===== config.mk =====
export PLATFORM = sky130hd
export DESIGN_NAME = bsms_top
export DESIGN_NICKNAME = d
export VERILOG_FILES = /design/src/bsms_pkg.sv /design/src/bsms_top.sv
export SDC_FILE = /design/constraint.sdc
export NUM_CORES = 1
export LEC_CHECK = 0
export BUFFER_PORTS_ARGS = -buffer_cell sky130_fd_sc_hd__buf_2
export CAP_MARGIN = 20
export CORE_MARGIN = 8
export CORE_UTILIZATION = 40
export CTS_CLUSTER_DIAMETER = 40
export DETAILED_ROUTE_END_ITERATION = 10
export GPL_TIMING_DRIVEN = 0
export PLACE_DENSITY = 0.66
export REMOVE_ABC_BUFFERS = 1
export SKIP_LAST_GASP = 1
export SLEW_MARGIN = 30
export SYNTH_ARGS = -nofsm -noshare
export SYNTH_HDL_FRONTEND = slang
export SYNTH_SLANG_ARGS = --single-unit

===== constraint.sdc =====
create_clock -name i_core_clk -period 2.5 [get_ports i_core_clk]
set_clock_uncertainty 0.1 [all_clocks]
set_input_delay 0.625 -clock i_core_clk [delete_from_list [all_inputs] [get_ports i_core_clk]]
set_output_delay 0.625 -clock i_core_clk [all_outputs]
set_load 0.01 [all_outputs]

===== src/bsms_pkg.sv =====
// Constants and types for the boot strap mode selector.
// Assumes a 250 MHz core clock; long counts are overridable at the top.
package bsms_pkg;

   // Strap hold window after power-up enable, in ms
   localparam int T_HOLD_MS = 3;
   // Core clock rate in kHz (period 4 ns)
   localparam int CLK_KHZ   = 250000;
   // Counter width, wide enough for the hold window
   localparam int CNT_W     = 20;
   // Hold window in cycles; exact integer, so no rounding is needed
   localparam int HOLD_CYC_INT = T_HOLD_MS * CLK_KHZ;
   localparam logic [CNT_W-1:0] HOLD_CYC = CNT_W'(HOLD_CYC_INT);

   // Number of general pads and the always-on subset
   localparam int PADS = 8;
   localparam logic [PADS-1:0] AON_MASK = 8'h0f;
   // Pad positions of the two boot straps
   localparam int STRAP_A_IDX = 0;
   localparam int STRAP_B_IDX = 1;

   // Transceiver pads: 0 vp, 1 vm, 2 rcv in; 3 oen, 4 vpo, 5 vmo out
   localparam int OTG_PADS = 6;
   localparam logic [OTG_PADS-1:0] OTG_OE_MASK = 6'h38;
   localparam logic [OTG_PADS-1:0] OTG_LEVELS  = 6'h08;

   // Decoded boot mode
   typedef enum logic [1:0] {
      BSMS_MODE_NONE     = 2'h0,
      BSMS_MODE_FLASH    = 2'h1,
      BSMS_MODE_DOWNLOAD = 2'h2,
      BSMS_MODE_INVALID  = 2'h3
   } bsms_mode_t;

   // Capture sequencer
   typedef enum logic [1:0] {
      BSMS_ST_WAIT = 2'h0,
      BSMS_ST_HOLD = 2'h1,
      BSMS_ST_DONE = 2'h2
   } bsms_state_t;

endpackage


===== src/bsms_top.sv =====
// Boot strap capture, boot mode decode and pad steering.
// Straps and power-up enable arrive from board pins; all else is on
// the core clock. Reset is synchronous, active high.
`timescale 1ns/1ns

// Notes on behaviour
// [RQ1] Read straps at reset, then free the pins
// [RQ2] Strap a high: flash; both low: download
// [RQ3] Board never drives a low, b high
// [RQ4] Download mode enables USB serial, OTG, UART; OTG stays off when i_otg_dl_disable is high
// [RQ5] Board holds straps 3 ms after enable
// [RQ6] Pads use default mux or routing matrix
// [RQ7] Deep sleep: only always-on pads driven; o_otg_pad_oe is not gated by i_deep_sleep
// [RQ8] OTG download drives some pads after init
// [RQ9] OTG pads: three in, oen high, tx low
// [RQ10] Straps latched once, kept until reset
module bsms_top #(
   parameter logic [bsms_pkg::CNT_W-1:0] P_HOLD_CYC = bsms_pkg::HOLD_CYC
) (
   input  wire logic                          i_core_clk,
   input  wire logic                          i_reset,
   input  wire logic                          i_chip_power_up_enable,
   input  wire logic                          i_boot_select_strap_a,
   input  wire logic                          i_boot_select_strap_b,
   input  wire logic                          i_deep_sleep,
   input  wire logic                          i_otg_dl_disable,
   input  wire logic [bsms_pkg::PADS-1:0]     i_mux_out,
   input  wire logic [bsms_pkg::PADS-1:0]     i_mux_oe,
   input  wire logic [bsms_pkg::PADS-1:0]     i_matrix_sel,
   input  wire logic [bsms_pkg::PADS-1:0]     i_matrix_out,
   input  wire logic [bsms_pkg::PADS-1:0]     i_matrix_oe,
   output logic      [1:0]                    o_boot_mode,
   output logic                               o_mode_valid,
   output logic                               o_straps_released,
   output logic                               o_dl_usb_serial_en,
   output logic                               o_dl_usb_otg_en,
   output logic                               o_dl_uart_en,
   output logic      [bsms_pkg::PADS-1:0]     o_pad_out,
   output logic      [bsms_pkg::PADS-1:0]     o_pad_oe,
   output logic      [bsms_pkg::OTG_PADS-1:0] o_otg_pad_out,
   output logic      [bsms_pkg::OTG_PADS-1:0] o_otg_pad_oe
);

   // Synchroniser stages: bit 0 power-up, 1 strap a, 2 strap b
   logic [2:0]                    sync1_r;   // First stage only
   logic [2:0]                    sync2_r;   // Safe to read
   // Sequencer
   bsms_pkg::bsms_state_t         state_r;
   bsms_pkg::bsms_state_t         state_nxt;
   logic [bsms_pkg::CNT_W-1:0]    cnt_r;     // Cycles since enable seen high
   logic [bsms_pkg::CNT_W-1:0]    cnt_nxt;
   // Latched straps and decoded mode
   logic                          strap_a_r;
   logic                          strap_b_r;
   bsms_pkg::bsms_mode_t          mode_r;
   bsms_pkg::bsms_mode_t          mode_dec;
   logic                          valid_r;
   logic                          dl_serial_r;
   logic                          dl_otg_r;
   logic                          dl_uart_r;
   // Pad stage
   logic [bsms_pkg::PADS-1:0]     pad_out_r;
   logic [bsms_pkg::PADS-1:0]     pad_oe_r;
   logic [bsms_pkg::PADS-1:0]     pad_out_nxt;
   logic [bsms_pkg::PADS-1:0]     pad_oe_nxt;
   logic [bsms_pkg::OTG_PADS-1:0] otg_out_r;
   logic [bsms_pkg::OTG_PADS-1:0] otg_oe_r;

   // Decode wires
   wire logic                        pu_on      = sync2_r[0];
   wire logic [bsms_pkg::CNT_W-1:0]  capture_at = P_HOLD_CYC >> 1;
   wire logic [bsms_pkg::CNT_W-1:0]  hold_last  = P_HOLD_CYC - 1'b1;
   wire logic                        capture    = (state_r == bsms_pkg::BSMS_ST_HOLD)
                                                  && (cnt_r == capture_at);
   wire logic                        hold_end   = (state_r == bsms_pkg::BSMS_ST_HOLD)
                                                  && (cnt_r == hold_last);
   wire logic                        released   = (state_r == bsms_pkg::BSMS_ST_DONE);
   wire logic                        otg_active = released && dl_otg_r;

   // Two-flop synchronisers for the board pins
   always_ff @(posedge i_core_clk)
   begin
      if (i_reset)
      begin
         sync1_r <= 3'h0;
         sync2_r <= 3'h0;
      end
      else
      begin
         sync1_r <= {i_boot_select_strap_b, i_boot_select_strap_a, i_chip_power_up_enable};
         sync2_r <= sync1_r;
      end
   end

   // Sequencer next state: wait for enable, count window, done
   always_comb
   begin
      state_nxt = state_r;
      cnt_nxt   = cnt_r;
      unique case (state_r)
         // Waiting for the power-up enable to rise
         bsms_pkg::BSMS_ST_WAIT:
         begin
            cnt_nxt = '0;
            if (pu_on)
            begin
               state_nxt = bsms_pkg::BSMS_ST_HOLD;
            end
         end
         // Straps are held by the board during this window
         bsms_pkg::BSMS_ST_HOLD:
         begin
            cnt_nxt = cnt_r + 1'b1;
            if (hold_end)
            begin
               state_nxt = bsms_pkg::BSMS_ST_DONE;
            end
         end
         // Done: stays until the next reset
         bsms_pkg::BSMS_ST_DONE:
         begin
            cnt_nxt = cnt_r;
         end
         // Unused code falls back to waiting
         default:
         begin
            state_nxt = bsms_pkg::BSMS_ST_WAIT;
            cnt_nxt   = '0;
         end
      endcase
   end

   // Sequencer registers
   always_ff @(posedge i_core_clk)
   begin
      if (i_reset)
      begin
         state_r <= bsms_pkg::BSMS_ST_WAIT;
         cnt_r   <= '0;
      end
      else
      begin
         state_r <= state_nxt;
         cnt_r   <= cnt_nxt;
      end
   end

   // [RQ2] Mode decode from live straps
   // Strap a high wins; a low with b high is the forbidden case
   assign mode_dec = sync2_r[1] ? bsms_pkg::BSMS_MODE_FLASH :
                     (sync2_r[2] ? bsms_pkg::BSMS_MODE_INVALID
                                 : bsms_pkg::BSMS_MODE_DOWNLOAD);

   // [RQ10] One-time strap capture
   // [RQ1] Mode taken inside the window, [RQ5] before pins are freed
   always_ff @(posedge i_core_clk)
   begin
      if (i_reset)
      begin
         strap_a_r   <= 1'b0;
         strap_b_r   <= 1'b0;
         mode_r      <= bsms_pkg::BSMS_MODE_NONE;
         valid_r     <= 1'b0;
         dl_serial_r <= 1'b0;
         dl_otg_r    <= 1'b0;
         dl_uart_r   <= 1'b0;
      end
      else if (capture)
      begin
         strap_a_r   <= sync2_r[1];
         strap_b_r   <= sync2_r[2];
         mode_r      <= mode_dec;
         valid_r     <= 1'b1;
         // [RQ4] Serial and UART open in download mode; OTG too unless i_otg_dl_disable
         dl_serial_r <= (mode_dec == bsms_pkg::BSMS_MODE_DOWNLOAD);
         dl_otg_r    <= (mode_dec == bsms_pkg::BSMS_MODE_DOWNLOAD) && !i_otg_dl_disable;
         dl_uart_r   <= (mode_dec == bsms_pkg::BSMS_MODE_DOWNLOAD);
      end
   end

   // Per-pad steering
   genvar k;
   generate
      for (k = 0; k < bsms_pkg::PADS; k = k + 1)
      begin : g_pad
         // [RQ6] Matrix overrides the default mux
         wire logic sel_out = i_matrix_sel[k] ? i_matrix_out[k] : i_mux_out[k];
         wire logic sel_oe  = i_matrix_sel[k] ? i_matrix_oe[k]  : i_mux_oe[k];
         // Strap pads stay inputs until the window ends
         wire logic is_strap = (k == bsms_pkg::STRAP_A_IDX) || (k == bsms_pkg::STRAP_B_IDX);
         // [RQ7] Non always-on pads lose control in deep sleep
         wire logic asleep   = i_deep_sleep && !bsms_pkg::AON_MASK[k];
         assign pad_out_nxt[k] = sel_out;
         assign pad_oe_nxt[k]  = sel_oe && !asleep && (released || !is_strap);
      end
   endgenerate

   // Pad output flops
   always_ff @(posedge i_core_clk)
   begin
      if (i_reset)
      begin
         pad_out_r <= '0;
         pad_oe_r  <= '0;
         otg_out_r <= '0;
         otg_oe_r  <= '0;
      end
      else
      begin
         pad_out_r <= pad_out_nxt;
         pad_oe_r  <= pad_oe_nxt;
         // [RQ8] [RQ9] Transceiver pads set after release in OTG download
         otg_out_r <= otg_active ? bsms_pkg::OTG_LEVELS  : '0;
         otg_oe_r  <= otg_active ? bsms_pkg::OTG_OE_MASK : '0;
      end
   end

   // Outputs
   assign o_boot_mode        = mode_r;
   assign o_mode_valid       = valid_r;
   assign o_straps_released  = released;
   assign o_dl_usb_serial_en = dl_serial_r;
   assign o_dl_usb_otg_en    = dl_otg_r;
   assign o_dl_uart_en       = dl_uart_r;
   assign o_pad_out          = pad_out_r;
   assign o_pad_oe           = pad_oe_r;
   assign o_otg_pad_out      = otg_out_r;
   assign o_otg_pad_oe       = otg_oe_r;

   // Checks
   a_mode_flash_sel: assert property (@(posedge i_core_clk) disable iff (i_reset) // [RQ2]
      valid_r && strap_a_r |-> mode_r == bsms_pkg::BSMS_MODE_FLASH)
      else $error("strap a high did not give flash boot");
   a_mode_dl_sel: assert property (@(posedge i_core_clk) disable iff (i_reset) // [RQ2]
      capture && !sync2_r[1] && !sync2_r[2] |=> mode_r == bsms_pkg::BSMS_MODE_DOWNLOAD)
      else $error("both straps low did not give download boot");
   a_latch_held: assert property (@(posedge i_core_clk) disable iff (i_reset) // [RQ10]
      valid_r |=> valid_r && $stable(mode_r) && $stable(strap_a_r) && $stable(strap_b_r))
      else $error("latched straps changed before reset");
   a_capture_in_window: assert property (@(posedge i_core_clk) disable iff (i_reset) // [RQ5]
      $rose(valid_r) |-> state_r == bsms_pkg::BSMS_ST_HOLD && cnt_r == capture_at + 1'b1)
      else $error("straps captured outside the hold window");
   a_release_timing: assert property (@(posedge i_core_clk) disable iff (i_reset) // [RQ1]
      hold_end |=> released ##1 released)
      else $error("strap pins not freed at end of window");
   a_strap_pad_in: assert property (@(posedge i_core_clk) disable iff (i_reset) // [RQ1]
      !released ##1 !released |-> !pad_oe_r[bsms_pkg::STRAP_A_IDX]
                                  && !pad_oe_r[bsms_pkg::STRAP_B_IDX])
      else $error("strap pad driven during the window");
   a_sleep_release: assert property (@(posedge i_core_clk) disable iff (i_reset) // [RQ7]
      i_deep_sleep |=> (pad_oe_r & ~bsms_pkg::AON_MASK) == '0)
      else $error("non always-on pad driven in deep sleep");
   a_matrix_route: assert property (@(posedge i_core_clk) disable iff (i_reset) // [RQ6]
      released && !i_deep_sleep && i_matrix_sel[2] |=> o_pad_out[2] == $past(i_matrix_out[2]))
      else $error("routing matrix not steering pad");
   a_dl_routes: assert property (@(posedge i_core_clk) disable iff (i_reset) // [RQ4]
      mode_r == bsms_pkg::BSMS_MODE_DOWNLOAD |-> dl_uart_r && dl_serial_r)
      else $error("download routes not enabled");
   a_otg_pad_levels: assert property (@(posedge i_core_clk) disable iff (i_reset) // [RQ9]
      otg_active |=> o_otg_pad_oe == 6'h38 && o_otg_pad_out == 6'h08)
      else $error("transceiver pads not set for OTG download");
   c_flash_boot: cover property (@(posedge i_core_clk) disable iff (i_reset)
      released && mode_r == bsms_pkg::BSMS_MODE_FLASH);
   c_dl_boot: cover property (@(posedge i_core_clk) disable iff (i_reset)
      otg_active ##1 o_otg_pad_oe != '0);
   c_invalid_boot: cover property (@(posedge i_core_clk) disable iff (i_reset)
      mode_r == bsms_pkg::BSMS_MODE_INVALID);

endmodule


== Word-level counts from Yosys, hierarchy flattened ==
Cells that the tools add are included.
W data, S select, Z words.

* Register bits after elaboration: 61
* Input bits: 47
* Output and inout port bits: 35
* Logic and storage cells: 59

* $add $sub $neg: 1
* Eq/ne operators: 7
* Muxes and demuxes: 24
* Bitwise logic cells: 1
* Reductions and logical operators: 14

{| class="wikitable"
|+ Operators by type and width
! operator !! number
|-
| $pmux W20 S2 || 1
|-
| $add A20 B1 Y20 const B || 1
|-
| $eq A20 B19 Y1 const B || 1
|-
| $eq A20 B20 Y1 const B || 1
|-
| $mux W1 || 17
|-
| $logic_and A1 B1 Y1 || 10
|-
| $mux W2 || 3
|-
| $mux W6 || 1
|-
| $pmux W2 S3 || 1
|-
| $eq A2 B2 Y1 const B || 2
|-
| $mux W4 || 1
|-
| $ne A2 B2 Y1 const B || 2
|-
| $reduce_and A3 Y1 || 1
|-
| $eq A2 B1 Y1 const B || 1
|-
| $logic_not A1 Y1 || 2
|-
| $logic_not A2 Y1 || 1
|-
| $not A1 Y1 || 1
|}

== Longest topological paths before layout ==
Gate-level depths: netlist of run 1.

* Word-level depth: 4
* Mapped depth: 6

== Worst setup path before layout of run 1 ==
Ideal clock, no wire load.

* Path type: input to register
* From: input port i_reset
* To: register cnt_r[15] in the netlist's numbering
* Setup time: 0.101 ns
* Data arrival time: 1.671 ns
* Required time: 2.299 ns
* Setup slack: 0.628 ns
* Stages on the path: 4
* Cell sequence: or3b_1 -> clkbuf_1 -> buf_1 -> o41ai_1

{| class="wikitable"
|+ RTL lines
! item !! line !! source
|-
| from (decl) || bsms_top.sv:21 || <nowiki>input wire logic i_reset,</nowiki>
|-
| to (signal assigned) || bsms_top.sv:144 || <nowiki>cnt_r <= cnt_nxt;</nowiki>
|-
| to (decl) || bsms_top.sv:50 || <nowiki>logic [bsms_pkg::CNT_W-1:0] cnt_r;</nowiki>
|}

==> results of run 1 <==
==> layout make-up <==
| class | count | share of cell area, % |
|---|---|---|
| Clock buffer | 6 | 2.984 |
| Clock inverter | 2 | 0.5877 |
| Inverter | 2 | 0.2712 |
| Multi-Input combinational cell | 184 | 43.26 |
| Sequential cell | 50 | 36.17 |
| Tap cell | 72 | 3.255 |
| Timing Repair Buffer | 74 | 13.47 |
==> worst paths after layout <==
path / from / to / slack, ps
hold reg to reg: sync1_r[2] / sync2_r[2] / 340
hold / removal: sync1_r[2] / sync2_r[2] / 340
setup / recovery: i_reset / cnt_r[11] / 330
setup reg to reg: state_r[1] / cnt_r[15] / 510
==> through the flow <==
step	util (%)	hold slack, ps
floorplan	-	313.8
global placement	47.65	318.7
detailed placement	47.88	325.8
CTS	49.65	348.7
global route	49.65	369.7
finish	49.65	342.7
==> power groups by stage <==
| stage | clock, mW | sequential [mW] | combinational (mW) |
|---|---|---|---|
| 6_report | 0.504 | 0.821 | 0.118 |
| 5_1_grt | 0.556 | 0.824 | 0.133 |
| 4_1_cts | 0.521 | 0.822 | 0.120 |
| 3_5_place_dp | 0 | 0.840 | 0.120 |
| 3_3_place_gp | 0 | 0.839 | 0.117 |
| 2_1_floorplan | 0 | 0.847 | 0.0423 |
==> registers in the layout (all words and copies together), names as in the netlist <==
name and cells:
o_pad_oe 8, o_otg_pad_oe 1, o_boot_mode 2, o_pad_out 8
o_dl_uart_en 1, sync1_r 3, o_mode_valid 1, o_dl_usb_otg_en 1
cnt_r 20, state_r 2, sync2_r 3
==> worst max-delay path, cell delays in order <==
cell and delay (ps):
buf_2 270, or3b_1 720, or4_1 600, nand3_1 90
==> synthesized netlist by cell type (2+ instances only) <==
master | number | area, sq um
a211o_1 | 2 | 17.52
a21oi_1 | 6 | 30.03
a31oi_1 | 3 | 18.77
a41oi_1 | 2 | 17.52
and2_1 | 4 | 25.02
and3_1 | 4 | 25.02
and4_1 | 5 | 43.79
buf_1 | 3 | 11.26
buf_4 | 12 | 90.09
clkbuf_1 | 11 | 41.29
dfxtp_1 | 50 | 1001
ha_1 | 2 | 25.02
inv_1 | 2 | 7.510
mux2_4 | 2 | 30.03
mux2i_1 | 17 | 170.2
nand2_1 | 21 | 78.83
nand2b_1 | 4 | 25.02
nand3_1 | 11 | 55.05
nand4_1 | 7 | 43.79
nand4b_1 | 2 | 17.52
nor2_1 | 20 | 75.07
nor2b_1 | 10 | 62.56
nor3_1 | 8 | 40.04
nor4_1 | 3 | 18.77
nor4_4 | 2 | 42.54
nor4b_1 | 2 | 17.52
o211ai_1 | 2 | 15.01
o21ai_0 | 11 | 55.05
o21ai_1 | 4 | 20.02
o31ai_1 | 2 | 15.01
o41ai_1 | 3 | 26.28
or3b_1 | 2 | 17.52
==> kinds of logic (layout without fill, tap and decap cells) <==
logic type	after synthesis	count (layout)	share of synthesized area, %
other	1	8	0.1610
multiplexers	19	19	8.597
flip-flops	50	50	42.99
XOR/XNOR	2	2	0.7524
AND/OR/NAND/NOR	112	112	27.89
buffers and inverters	29	84	6.932
AO/OA/AOI/OAI	41	41	11.61
adder cells (fa/ha/maj)	2	2	1.075
==> routing by layer <==
layer | global-route usage [%] | wire (um) | up-vias
li1 | - | - | 1027
met1 | 15.75 | 2491 | 927
met2 | 20.92 | 2396 | 79
met3 | 7.748 | 657 | 6
met4 | 4.698 | 77 | 0
met5 | 0 | 0 | -
==> results.cfg, run 1 <==
[status]
status = finished, final reports clean

[logic_synthesis]
synth-edff-count = 0
async_flop_share_pct = 0
syn_area_sq_um = 2328
ys_seq_area_share_pct = 42.99
synth_seq_cells = 50
synth.distinct_cells = 49
syn_avg_cell_area_sq_um = 9.096
synthFlopType = dfxtp_1
syn_inst = 256
yosysWarningCount = 0

[drt]
num_vias = 2039
routed_via_density = 5.228
drcViolationCount = 0
drt_iter0_drc = 159
routed_wl_um = 5622
detail-route-antenna-nets = 0
first_pass_iters = 4
wl_per_cell_um = 14.42

[place]
placed_cells = 382
dpl_cell_area_sq_um = 2669
place_hpwl_um = 4318
io_buffers = 73
place_congestion = 0.8000
dp_slack_ps = 9.406

[floorplanning]
std_cell_rows = 27
start_util_pct = 41.77
die_h_um = 92.30
fp.dieArea_sq_um = 8518
ioPinCount = 82
coreArea_sq_um = 5574
die_w_um = 92.30

[power]
power_frac_comb_pct = 8.2
power_density_nw_per_um2 = 521.3
p_leak_nw = 1.230
netSwitchingPower_uw = 341.7
pwr-share-clk_pct = 34.9
p_seq_share_pct = 56.9
switching_share_pct = 23.68
vdd_drop_max_uv = 404.0
p_int_mw = 1.101
fin_total_pwr_mw = 1.443

[grt]
grt_max_degree = 35
antenna_found_initial = 0
track_usage_pct = 13.70
grt_pass1_wl_um = 9639
grt-ovfl-total = 0
grt_pass1_vias = 2079

[sta]
grt_setup_unrepaired = false
fin_crit_ps = 2171
finalHoldViolations = 0
worstMarginPinSlew_ps = 954.4
period_share_pct = 86.83
relSlewSlack_pct = 36.24
setup_viol = 0
fmax_mhz = 460.7
finalWorstSetupSlack_ps = 329.3
final_max_slew_viol_count = 0
finalSetupTns_ps = 0

[cells_and_area]
drive_gt1_share_pct = 28.62
final_common_cell = buf_2
ff_latch_area_sq_um = 1001
stdcell_count = 390
final_nets = 366
syn2layout_area_growth_pct = 18.86
multi_input_area_sq_um = 1197
nFillCells = 560
stdcell_area_sq_um = 2768
diodes = 0
layout_common_cells = buf_2, dfxtp_1, nand2_1

[worst_setup_path]
path_class = in2reg
r2r_cells = 4
cp_max_fo = 34
critPathCaptureType = flip-flop
cp-start-kind = primary input
required_ps = 2650
worstPathArrival_ps = 2320

[clock_tree]
cts_sinks = 50
clk_path_buf_depth = 2
path_clk_slew_ps = 90
cts_buffers = 5
clk_latency_ps = 300
hold_buffers = 0
h-tree-depth = 2
cts_tree = done
post_cts_buffers = 0
cts_resized = 0
cts_root_buffer = clkbuf_8

[worst_hold_path]
hold_depth = 1
hold_path.class = reg2reg

[job]
drv_cap = 0
Note: power is estimated with default switching activity, not from simulation.
==> inputs of run 2 (changes only) <==
--- a/config.mk
+++ b/config.mk
@@ -7,6 +7,7 @@
 export LEC_CHECK = 0
 export BUFFER_PORTS_ARGS = -buffer_cell sky130_fd_sc_hd__buf_2
 export CAP_MARGIN = 20
+export CORE_ASPECT_RATIO = 2
 export CORE_MARGIN = 8
 export CORE_UTILIZATION = 40
 export CTS_CLUSTER_DIAMETER = 40
==> run 2 against run 1 <==
Compared with the run above:
- combinational power hardly changed
- sequential share of layout area is 0.34 points lower
- first-iteration DRC count is 80% lower
- wire length is 3.7% higher
- setup slack worse by 61 ps
- die area is 1.7% higher
- design area is 0.95% higher
- total power is 9.8% higher
- utilization is 0.29 points lower
- non-clock buffer count stayed put
- sequential cell count stayed put
==> results.cfg, run 2 (synthesized netlist as in run 1, its figures left out) <==
[cells_and_area]
drive_gt1_share_pct = 28.39
final_nets = 366
final_common_cell = buf_2
syn2layout_area_growth_pct = 19.99
layout_common_cells = buf_2, dfxtp_1, nand2_1
diodes = 0
top_register = cnt_r
largest_reg_flops = 20
stdcell_area_sq_um = 2794

[sta]
fin_crit_ps = 2232
finalSetupTns_ps = 0
final_max_slew_viol_count = 0
fmax_mhz = 448.0
worstMarginPinSlew_ps = 806.0
relSlewSlack_pct = 45.51
whs_ps = 337.7
period_share_pct = 89.28
grt_setup_unrepaired = false
finalWorstSetupSlack_ps = 267.9
setup_viol = 0
finalHoldViolations = 0

[power]
netSwitchingPower_uw = 344.8
switching_share_pct = 21.77
power_density_nw_per_um2 = 566.9
p_leak_nw = 1.245
vdd_drop_max_uv = 540.7
pwr-share-clk_pct = 40.7
p_int_mw = 1.239
power_frac_comb_pct = 7.4
p_seq_share_pct = 51.9

[drt]
num_vias = 2049
drt_iter0_drc = 32
wl_per_cell_um = 15.42
first_pass_iters = 4
routed_wl_um = 5830
drcViolationCount = 0
detail-route-antenna-nets = 0
routed_via_density = 5.421

[clock_tree]
clk_path_buf_depth = 2
cts_resized = 0
hold_buffers = 0
cts_sinks = 50
cts_root_buffer = clkbuf_16
path_clk_slew_ps = 60
post_cts_buffers = 0
h-tree-depth = 2
cts_buffers = 5
cts_tree = done
clk_latency_ps = 290

[worst_setup_path]
regToRegStartpoint = cnt_r[5]
r2r_cells = 4
cp-start-kind = primary input
r2r_end = cnt_r[19]
required_ps = 2630
r2r_slack_ps = 540
path_class = in2reg
critPathCaptureType = flip-flop
worstPathArrival_ps = 2360
cp_max_fo = 34

[grt]
grt_pass1_wl_um = 9735
track_usage_pct = 13.76
antenna_found_initial = 0
grt_max_degree = 35
grt-ovfl-total = 0
grt_pass1_vias = 2142

[floorplanning]
die_h_um = 123.9
die_w_um = 69.95
ioPinCount = 82
fp.dieArea_sq_um = 8667
std_cell_rows = 39
start_util_pct = 41.14
coreArea_sq_um = 5660

[job]
drv_cap = 0

[worst_hold_path]
hold_path.startpoint = sync1_r[1]
hold_depth = 1
hold_path.class = reg2reg
hold_path_end = sync2_r[1]

[place]
dpl_cell_area_sq_um = 2655
place_hpwl_um = 4617
io_buffers = 73
place_congestion = 0.8612
dp_slack_ps = -14.35

[status]
status = finished, final reports clean
-- run 2: through the flow --
stage	instances	util [%]	total power, mW
finish	378	49.36	1.584
global route	378	49.36	1.652
CTS	378	49.31	1.609
detailed placement	371	46.91	0.9584
global placement	370	46.68	0.9549
floorplan	236	-	0.8895
-- run 2: worst max path at each step --
stage          startpoint   endpoint  slack [ps]  cells after the start
2_1_floorplan     i_reset  cnt_r[19]         500                      4
3_3_place_gp      i_reset   cnt_r[7]        -520                      4
3_5_place_dp      i_reset  cnt_r[11]         -10                      4
4_1_cts           i_reset  cnt_r[11]         280                      4
5_1_grt           i_reset  cnt_r[15]         110                      5
6_report          i_reset  cnt_r[11]         270                      4
-- run 2: routing by layer --
metal  global-route usage (%)  part of all wire (%)  vias to the layer above
met5                        0                     0                        -
met3                    4.705                   6.7                        8
met1                    12.08                    35                      953
met4                    7.459                   2.3                        0
met2                    26.54                    56                       64
li1                         -                     -                     1024
-- run 2: power by group through the flow --
| stage | Clock (mW) | Combinational [mW] | Sequential (mW) |
|---|---|---|---|
| after global routing | 0.695 | 0.133 | 0.824 |
| after floorplan | 0 | 0.0423 | 0.847 |
| after global placement | 0 | 0.116 | 0.839 |
| final | 0.645 | 0.117 | 0.822 |
| after detailed placement | 0 | 0.119 | 0.840 |
| after CTS | 0.668 | 0.119 | 0.822 |
-- run 2: final cells by class --
cell class                      count  area, sq um
Fill cell                         547         2867
Multi-Input combinational cell    184         1200
Sequential cell                    50         1001
Timing Repair Buffer               74        372.9
Clock buffer                        6        128.9
Tap cell                           61        76.32
Clock inverter                      1        7.507
Inverter                            2        7.507
-- run 2: critical path: stages --
cell,delay (ps)
buf_2,280
or3b_1,750
or4_1,610
nand3_1,90
